<file path="config.mk">
export PLATFORM = sky130hd
export DESIGN_NAME = adcsp_port
export DESIGN_NICKNAME = d
export VERILOG_FILES = /design/src/common/adcsp_pkg.sv /design/src/verilog/adcsp_port.sv /design/src/verilog/adcsp_sync.sv /design/src/verilog/adcsp_fifo.sv
export SDC_FILE = /design/constraint.sdc
export NUM_CORES = 2
export LEC_CHECK = 0
export ABC_AREA = 1
export BUFFER_PORTS_ARGS = -buffer_cell sky130_fd_sc_hd__buf_2
export CAP_MARGIN = 30
export CORE_MARGIN = 8
export CORE_UTILIZATION = 44
export DETAILED_ROUTE_END_ITERATION = 7
export GPL_TIMING_DRIVEN = 0
export PLACE_DENSITY = 0.61
export SLEW_MARGIN = 20
export SYNTH_ARGS = -nofsm -noshare
export SYNTH_HDL_FRONTEND = slang
export SYNTH_SLANG_ARGS = --single-unit
</file>
<file path="constraint.sdc">
create_clock -name clk_sys_in -period 3.32 [get_ports clk_sys_in]
set_input_delay 0.166 -clock clk_sys_in [delete_from_list [all_inputs] [get_ports clk_sys_in]]
set_output_delay 0.166 -clock clk_sys_in [all_outputs]
set_load 0.005 [all_outputs]
</file>
<file path="src/common/adcsp_pkg.sv">
// Constants and types shared by the serial conversion port and its helpers.
// Assumes nothing of its surroundings; it holds definitions only.
package adcsp_pkg;
   // Control byte framing and field positions.
   localparam logic [3:0] ADCSP_CTRL_LAST = 4'h7;
   localparam logic [3:0] ADCSP_TRACK_BIT = 4'h5;
   localparam int ADCSP_SEL_MSB = 6;
   localparam int ADCSP_SEL_LSB = 4;
   localparam int ADCSP_UNI_POS = 3;
   localparam int ADCSP_SGL_POS = 2;
   localparam int ADCSP_PD_MSB = 1;
   localparam int ADCSP_PD_LSB = 0;
   // Conversion sequencing, counted in serial clock periods.
   localparam logic [3:0] ADCSP_STRB_CNT = 4'h1;
   localparam logic [3:0] ADCSP_FIRST_CNT = 4'h2;
   localparam logic [3:0] ADCSP_LAST_CNT = 4'hD;
   localparam logic [3:0] ADCSP_RESTART_CNT = 4'h7;
   localparam logic [3:0] ADCSP_CONV_CLKS = 4'hF;
   localparam int ADCSP_RES_BITS = 12;
   localparam logic [3:0] ADCSP_MSB_IDX = 4'hB;
   localparam logic [11:0] ADCSP_DAC_MID = 12'h800;
   // Channel select codes, sel2 as the most significant bit.
   localparam logic [2:0] ADCSP_SEL_A = 3'h1;
   localparam logic [2:0] ADCSP_SEL_B = 3'h5;
   localparam logic [2:0] ADCSP_SEL_C = 3'h2;
   localparam logic [2:0] ADCSP_SEL_D = 3'h6;
   // Result buffer shape and synchroniser reset pattern.
   localparam int ADCSP_FIFO_W = 16;
   localparam int ADCSP_FIFO_DEPTH = 32;
   localparam logic [4:0] ADCSP_PIN_RST = 5'h0A;
   typedef enum logic [1:0] {
      ADCSP_IDLE,
      ADCSP_CONV,
      ADCSP_DOWN
   } adcsp_state_e;
endpackage

</file>
<file path="src/verilog/adcsp_port.sv">
// Serial control and conversion sequencer of a four-channel 12-bit
// successive-approximation converter, with a buffered result stream.
// Assumes the serial pins, shutdown and comparator arrive asynchronously
// and that the serial clock is far slower than clk_sys_in.
`timescale 1ns/1ps
module adcsp_port
   import adcsp_pkg::*;
(
   // Clock and reset.
   input wire logic clk_sys_in,
   input wire logic rst_n_in,
   // Serial pins.
   input wire logic sclk_in,
   input wire logic cs_n_in,
   input wire logic din_in,
   output logic dout_out,
   output logic dout_oe_out,
   output logic result_strobe_out,
   output logic result_strobe_oe_out,
   // Shutdown pin and status.
   input wire logic shutdown_n_in,
   output logic shutdown_out,
   output logic busy_out,
   output logic [1:0] power_mode_out,
   // Analog front end control.
   input wire logic comparator_in,
   output logic track_out,
   output logic hold_to_neg_out,
   output logic [3:0] pos_sel_out,
   output logic [4:0] neg_sel_out,
   output logic [11:0] dac_code_out,
   // Result stream: {sel[2:0], bipolar, result[11:0]}.
   output logic result_valid_out,
   input wire logic result_ready_in,
   output logic [15:0] result_data_out
);
   typedef struct packed {
      adcsp_state_e state;
      logic sclk_prev;
      logic rx_active;
      logic rx_full;
      logic [3:0] rx_cnt;
      logic [7:0] rx_sh;
      logic [7:0] cfg;
      logic [2:0] mux_sel;
      logic [3:0] pos_sel;
      logic [4:0] neg_sel;
      logic track;
      logic hold_neg;
      logic [3:0] conv_cnt;
      logic [11:0] trial;
      logic [11:0] result;
      logic dout;
      logic strobe;
      logic push;
      logic [15:0] push_data;
   } adcsp_core_s;

   adcsp_core_s r_ff;
   adcsp_core_s nxt_r;
   logic [4:0] pins_s;
   logic sclk_s;
   logic cs_n_s;
   logic din_s;
   logic shutdown_n_s;
   logic comp_s;
   logic rise;
   logic fall;
   logic fifo_ready;
   logic start_ok;
   logic bipolar;
   logic [3:0] bidx;
   logic in_bits;

   // Every serial input, shutdown and comparator pin passes two flops; the serial clock is sampled, not used
   // as a clock, so the whole block stays in one domain.
   adcsp_sync #(
      .W(5),
      .RST(ADCSP_PIN_RST)
   ) u_sync (
      .clk_sys_in(clk_sys_in),
      .rst_n_in(rst_n_in),
      .d_in({sclk_in, cs_n_in, din_in, shutdown_n_in, comparator_in}),
      .q_out(pins_s)
   );

   assign sclk_s = pins_s[4];
   assign cs_n_s = pins_s[3];
   assign din_s = pins_s[2];
   assign shutdown_n_s = pins_s[1];
   assign comp_s = pins_s[0];

   // Serial clock edges drive shifting and conversion steps alike.
   assign rise = sclk_s && !r_ff.sclk_prev;
   assign fall = !sclk_s && r_ff.sclk_prev;
   assign bipolar = !r_ff.cfg[ADCSP_UNI_POS];

   // A new start bit is refused while the result buffer is full, so a
   // conversion begun from idle always has room for its result; a restart from ADCSP_RESTART_CNT on is checked before the running result is pushed.
   assign start_ok = !r_ff.rx_full && fifo_ready &&
                     ((r_ff.state == ADCSP_IDLE) ||
                      ((r_ff.state == ADCSP_CONV) &&
                       (r_ff.conv_cnt >= ADCSP_RESTART_CNT)));

   always_comb begin
      nxt_r = r_ff;
      nxt_r.push = 1'b0;
      nxt_r.sclk_prev = sclk_s;
      bidx = ADCSP_LAST_CNT - 4'(r_ff.conv_cnt + 4'h1);
      in_bits = 1'b0;
      if (!shutdown_n_s) begin
         nxt_r.state = ADCSP_DOWN;
         nxt_r.rx_active = 1'b0;
         nxt_r.rx_full = 1'b0;
         nxt_r.rx_cnt = '0;
         nxt_r.track = 1'b0;
         nxt_r.hold_neg = 1'b0;
         nxt_r.conv_cnt = '0;
         nxt_r.dout = 1'b0;
         nxt_r.strobe = 1'b0;
      end else begin
         if (r_ff.state == ADCSP_DOWN) begin
            nxt_r.state = ADCSP_IDLE;
         end
         if (cs_n_s && !r_ff.rx_full) begin
            nxt_r.rx_active = 1'b0;
            nxt_r.rx_cnt = '0;
            if (r_ff.state != ADCSP_CONV) begin
               nxt_r.track = 1'b0;
            end
         end
         if (rise && !cs_n_s) begin
            // Leading zeros are dropped until the first one arrives.
            if (r_ff.rx_active || (din_s && start_ok)) begin
               nxt_r.rx_sh = {r_ff.rx_sh[6:0], din_s};
               nxt_r.rx_cnt = r_ff.rx_cnt + 4'h1;
               nxt_r.rx_active = 1'b1;
               if (r_ff.rx_cnt == ADCSP_CTRL_LAST) begin
                  nxt_r.rx_active = 1'b0;
                  nxt_r.rx_full = 1'b1;
               end
            end
            if (r_ff.state == ADCSP_CONV) begin
               nxt_r.conv_cnt = r_ff.conv_cnt + 4'h1;
               nxt_r.strobe = (nxt_r.conv_cnt == ADCSP_STRB_CNT);
               nxt_r.dout = 1'b0;
               in_bits = (nxt_r.conv_cnt >= ADCSP_FIRST_CNT) &&
                         (nxt_r.conv_cnt <= ADCSP_LAST_CNT);
               if (in_bits) begin
                  // One decision per rise, most significant first.
                  nxt_r.result[bidx] = comp_s;
                  nxt_r.trial[bidx] = comp_s;
                  if (bidx != 4'h0) begin
                     nxt_r.trial[4'(bidx - 4'h1)] = 1'b1;
                  end
                  nxt_r.dout = comp_s ^ (bipolar &&
                               (bidx == ADCSP_MSB_IDX));
               end
               if (nxt_r.conv_cnt == ADCSP_CONV_CLKS) begin
                  nxt_r.state = ADCSP_IDLE;
                  nxt_r.hold_neg = 1'b0;
                  nxt_r.push = 1'b1;
                  nxt_r.push_data = {r_ff.cfg[ADCSP_SEL_MSB:ADCSP_SEL_LSB],
                                     bipolar,
                                     nxt_r.result ^
                                     (bipolar ? ADCSP_DAC_MID : 12'h000)};
               end
            end else begin
               nxt_r.dout = 1'b0;
               nxt_r.strobe = 1'b0;
            end
         end
         if (fall && !cs_n_s) begin
            if (r_ff.rx_active && (r_ff.rx_cnt == ADCSP_TRACK_BIT)) begin
               nxt_r.track = 1'b1;
               nxt_r.mux_sel = r_ff.rx_sh[3:1];
            end
            if (r_ff.rx_full) begin
               nxt_r.track = 1'b0;
               nxt_r.hold_neg = 1'b1;
               nxt_r.rx_full = 1'b0;
               nxt_r.rx_cnt = '0;
               nxt_r.cfg = r_ff.rx_sh;
               nxt_r.mux_sel = r_ff.rx_sh[ADCSP_SEL_MSB:ADCSP_SEL_LSB];
               nxt_r.state = ADCSP_CONV;
               nxt_r.conv_cnt = '0;
               nxt_r.trial = ADCSP_DAC_MID;
               nxt_r.result = '0;
            end
         end
      end
      // The positive side follows the select code in either mode.
      case (nxt_r.mux_sel)
         ADCSP_SEL_A: nxt_r.pos_sel = 4'h1;
         ADCSP_SEL_B: nxt_r.pos_sel = 4'h2;
         ADCSP_SEL_C: nxt_r.pos_sel = 4'h4;
         ADCSP_SEL_D: nxt_r.pos_sel = 4'h8;
         default: nxt_r.pos_sel = 4'h0;
      endcase
      if (nxt_r.cfg[ADCSP_SGL_POS]) begin
         nxt_r.neg_sel = 5'h10;
      end else begin
         case (nxt_r.mux_sel)
            ADCSP_SEL_A: nxt_r.neg_sel = 5'h02;
            ADCSP_SEL_B: nxt_r.neg_sel = 5'h01;
            ADCSP_SEL_C: nxt_r.neg_sel = 5'h08;
            ADCSP_SEL_D: nxt_r.neg_sel = 5'h04;
            default: nxt_r.neg_sel = 5'h00;
         endcase
      end
   end

   always_ff @(posedge clk_sys_in) begin
      if (!rst_n_in) begin
         r_ff <= '0;
      end else begin
         r_ff <= nxt_r;
      end
   end

   adcsp_fifo #(
      .W(ADCSP_FIFO_W),
      .DEPTH(ADCSP_FIFO_DEPTH)
   ) u_fifo (
      .clk_sys_in(clk_sys_in),
      .rst_n_in(rst_n_in),
      .in_valid_in(r_ff.push),
      .in_ready_out(fifo_ready),
      .in_data_in(r_ff.push_data),
      .out_valid_out(result_valid_out),
      .out_ready_in(result_ready_in),
      .out_data_out(result_data_out)
   );

   assign dout_out = r_ff.dout;
   assign dout_oe_out = !cs_n_s;
   assign result_strobe_out = r_ff.strobe;
   assign result_strobe_oe_out = !cs_n_s;
   assign shutdown_out = (r_ff.state == ADCSP_DOWN);
   assign busy_out = (r_ff.state == ADCSP_CONV);
   assign power_mode_out = r_ff.cfg[ADCSP_PD_MSB:ADCSP_PD_LSB];
   assign track_out = r_ff.track;
   assign hold_to_neg_out = r_ff.hold_neg;
   assign pos_sel_out = r_ff.pos_sel;
   assign neg_sel_out = r_ff.neg_sel;
   assign dac_code_out = r_ff.trial;
endmodule

</file>
<file path="src/verilog/adcsp_sync.sv">
// Two-stage synchroniser for a group of pin levels.
// Assumes the inputs are asynchronous to clk_sys_in.
`timescale 1ns/1ps
module adcsp_sync #(
   parameter int W = 1,
   parameter logic [W-1:0] RST = '0
) (
   // Clock and reset.
   input wire logic clk_sys_in,
   input wire logic rst_n_in,
   // Levels.
   input wire logic [W-1:0] d_in,
   output logic [W-1:0] q_out
);
   typedef struct packed {
      logic [W-1:0] meta;
      logic [W-1:0] stable;
   } adcsp_sync_s;

   adcsp_sync_s r_ff;
   adcsp_sync_s nxt_r;

   always_comb begin
      nxt_r.meta = d_in;
      nxt_r.stable = r_ff.meta;
   end

   always_ff @(posedge clk_sys_in) begin
      if (!rst_n_in) begin
         r_ff <= {RST, RST};
      end else begin
         r_ff <= nxt_r;
      end
   end

   assign q_out = r_ff.stable;
endmodule

</file>
<file path="src/verilog/adcsp_fifo.sv">
// Synchronous first-in first-out buffer with valid and ready on both sides.
// Assumes both sides run on clk_sys_in; depth is a power of two.
`timescale 1ns/1ps
module adcsp_fifo #(
   parameter int W = 16,
   parameter int DEPTH = 32
) (
   // Clock and reset.
   input wire logic clk_sys_in,
   input wire logic rst_n_in,
   // Filling side.
   input wire logic in_valid_in,
   output logic in_ready_out,
   input wire logic [W-1:0] in_data_in,
   // Draining side.
   output logic out_valid_out,
   input wire logic out_ready_in,
   output logic [W-1:0] out_data_out
);
   localparam int AW = $clog2(DEPTH);

   typedef struct packed {
      logic [DEPTH-1:0][W-1:0] mem;
      logic [AW:0] wr;
      logic [AW:0] rd;
   } adcsp_fifo_s;

   adcsp_fifo_s r_ff;
   adcsp_fifo_s nxt_r;
   logic full;
   logic empty;

   // Pointers carry one extra bit so full and empty stay distinct.
   assign empty = (r_ff.wr == r_ff.rd);
   assign full = (r_ff.wr[AW-1:0] == r_ff.rd[AW-1:0]) &&
                 (r_ff.wr[AW] != r_ff.rd[AW]);

   always_comb begin
      nxt_r = r_ff;
      if (in_valid_in && !full) begin
         nxt_r.mem[r_ff.wr[AW-1:0]] = in_data_in;
         nxt_r.wr = r_ff.wr + 1'b1;
      end
      if (out_ready_in && !empty) begin
         nxt_r.rd = r_ff.rd + 1'b1;
      end
   end

   always_ff @(posedge clk_sys_in) begin
      if (!rst_n_in) begin
         r_ff <= '0;
      end else begin
         r_ff <= nxt_r;
      end
   end

   assign in_ready_out = !full;
   assign out_valid_out = !empty;
   assign out_data_out = r_ff.mem[r_ff.rd[AW-1:0]];
endmodule

</file>
==> impl_metrics.yaml <==
final_layout:
  final_common_cell: "nand2_1"
  nets: 4266
  final_core_util_pct: 51.09
  fillers: 6644
  layout_common_cells: "746 x nand2_1, 640 x nand3_1, 617 x dfxtp_1"
  drive_above_1_share_pct: 10.89
  syn2layout_area_growth_pct: 14.76
critical_path:
  r2r_cells: 13
  required_ps: 3150
  worst_r2r_endpoint: "dac_code_out[6]"
  crit_type: "reg2out"
  worst-path-max-fanout: 10
  start_kind: "flop"
  cp_data_arrival_time_ps: 3300
  rrSetupSlack_ps: 530
  end_kind: "output pin"
  rr_startpoint: "r_ff[43]"
routing:
  dr.pass1.iters: 6
  vias: 30600
  wire_per_inst_um: 24.02
  drc: 0
  antenna_left: 0
  first_iter_violations: 3873
  via_per_inst: 5.940
  routed_wl_um: 123800
grt:
  grt_max_degree: 15
  antenna_found_initial: 6
  overflow: 0
  grt_pass1_wl_um: 180400
  track_usage_pct: 31.91
  first_global_vias: 28010
power:
  power_w: 0.01667
  p_per_area_nw_per_um2: 505.3
  leakagePower_nw: 12.03
  ir_drop_mv: 0.4212
worst_hold_path:
  holdPathStages: 3
  min-delay-start: "result_ready_in"
  hp-class: "in2reg"
  holdPathEnd: "u_fifo.r_ff[1]"
cts:
  clk_latency_ps: 640
  clockBufferDepth: 3
  cts_tree: "done"
  h-tree-depth: 3
  cts_root_buf: "clkbuf_16"
  cts_num_sinks: 617
  cts_buffers: 71
  path_clk_slew_ps: 60
  postCtsSetupBuffers: 0
sta:
  setup_ws_ps: -146.1
  slew_headroom_pct: 30.39
  period_needed_ps: 3466
  max_clock_freq_ghz: 0.2885
  rsz0062_at_grt: "yes"
  finalSetupViolCount: 11
  worst_hold_slack_ps: 149.5
  fin_skew_ps: 32.75
  final-hold-violation-count: 0
  post-route-period-util_pct: 104.4
  setup_tns_ps: -590.1
  slew_violations: 0
  worst_pin_slew_ps: 1044
place:
  preCtsSetupSlack_ps: -296.0
  io_buffers: 55
  dp.final_hpwl_um: 91610
  place.gp.congestion: 1.049
synth:
  syn_area_per_cell_um2: 7.015
  netlist_area_um2: 28750
  ys_ff_latch: 617
  synthFlopType: "dfxtp_1"
  synthCells: 4099
  synth_cell_type_count: 42
  synth-edff-count: 0
  ys_warn_count: 0
  async_flop_share_pct: 0
  syn_nets: 4124
  ys_seq_area_share_pct: 42.96
flow_run:
  cap_viol_max_count: 0
floorplanning:
  ios: 56
  core-area_um2: 64580
  start_util_pct: 44.52
  die_area_um2: 73780
  rows: 93
  die_w_um: 271.6
  die_h_um: 271.6
status:
  violations: "setup timing"
  status: "complete, but fails checks"
[synthesized netlist by cell type (5+ instances only)]
master	n	area [µm²]
a21oi_1	574	2873
buf_1	86	322.8
buf_2	96	480.5
buf_4	34	255.2
buf_6	8	90.09
clkbuf_1	177	664.4
dfxtp_1	617	12350
ha_1	17	212.7
inv_1	118	442.9
inv_2	6	22.52
nand2_1	746	2800
nand2_2	11	68.82
nand2_4	23	259.0
nand3_1	644	3223
nand4_1	29	181.4
nor2_1	410	1539
nor2_2	8	50.05
o211ai_1	50	375.4
o21ai_0	306	1531
o21bai_1	11	82.58
o221ai_1	28	245.2
o22ai_1	56	350.3
o31ai_1	8	60.06
or2_2	5	31.28
xor2_1	6	52.55
[stage by stage]
step | cell area (µm²) | cells
after global placement | 30100 | 5009
after global routing | 32990 | 5151
after CTS | 32840 | 5149
after detailed placement | 30180 | 5016
final | 33000 | 5152
after floorplan | 28750 | 4099
[cells by family after synthesis]
logic type               synth area share [%]
XOR/XNOR                               0.2437
AND/OR/NAND/NOR                         28.68
flip-flops                              42.96
AO/OA/AOI/OAI                           19.38
adder cells (fa/ha/maj)                0.7398
buffers and inverters                   7.998
[where the power goes]
part           total [W]  switching [W]  internal (W)
logic            0.00106       0.000820      0.000240
clock network    0.00820        0.00344       0.00475
registers        0.00742     0.00000656       0.00741
[routing by layer]
metal  wire [µm]  up-vias  GRT usage, %
met5          54        -             0
met4        7959        6         19.07
met2       51250     1693         46.60
met3       13500      348         7.095
li1            -    14170             -
met1       50990    14380         42.74
[repair_timing]
action / in CTS / in global routing
setup endpoints to repair: 16 / 16
hold buffers: 5 / 0
resized for setup: 110 / 65
pin swaps: 5 / 9
hold endpoints to repair: 5 / 0
[layout make-up]
type	count	area [µm²]	share of cell area [%]
clock inverters	40	476.7	1.445
flip-flops and latches	617	12350	37.43
diodes	1	2.502	0.007584
plain buffers	401	2013	6.101
inverters	129	486.7	1.475
repair buffers	69	434.2	1.316
clock buffers	88	1911	5.790
well taps	855	1070	3.242
multi-input cells	2952	14250	43.19
[sequential cells by signal (all words and copies together) (netlist names), 2 cells and up]
name and flops:
power_mode_out 2, pos_sel_out 4, dac_code_out 12, u_sync.q_out 5
u_sync.nxt_r 5, u_fifo.r_ff 524, r_ff 57, neg_sel_out 4
[worst max-delay path, stage by stage (launching register included)]
cell	delay (ps)
dfxtp_1	350
buf_2	190
buf_1	710
o21ai_0	230
o221ai_1	290
nand3_1	270
nand3_1	300
o21ai_2	130
inv_1	80
buf_2	110
[how the worst max path moves through the flow]
stage / slack, ps / cells past startpoint / endpoint / startpoint
2_1_floorplan: 1050 / 13 / dac_code_out[5] / r_ff[43]
3_3_place_gp: -290 / 10 / result_data_out[10] / u_fifo.r_ff[1]
3_5_place_dp: -300 / 10 / result_data_out[10] / u_fifo.r_ff[1]
4_1_cts: -110 / 10 / result_data_out[10] / u_fifo.r_ff[1]
5_1_grt: -90 / 11 / result_data_out[10] / u_fifo.r_ff[0]
6_report: -150 / 9 / result_data_out[12] / u_fifo.r_ff[0]
Power figures use the tool's default switching activity.
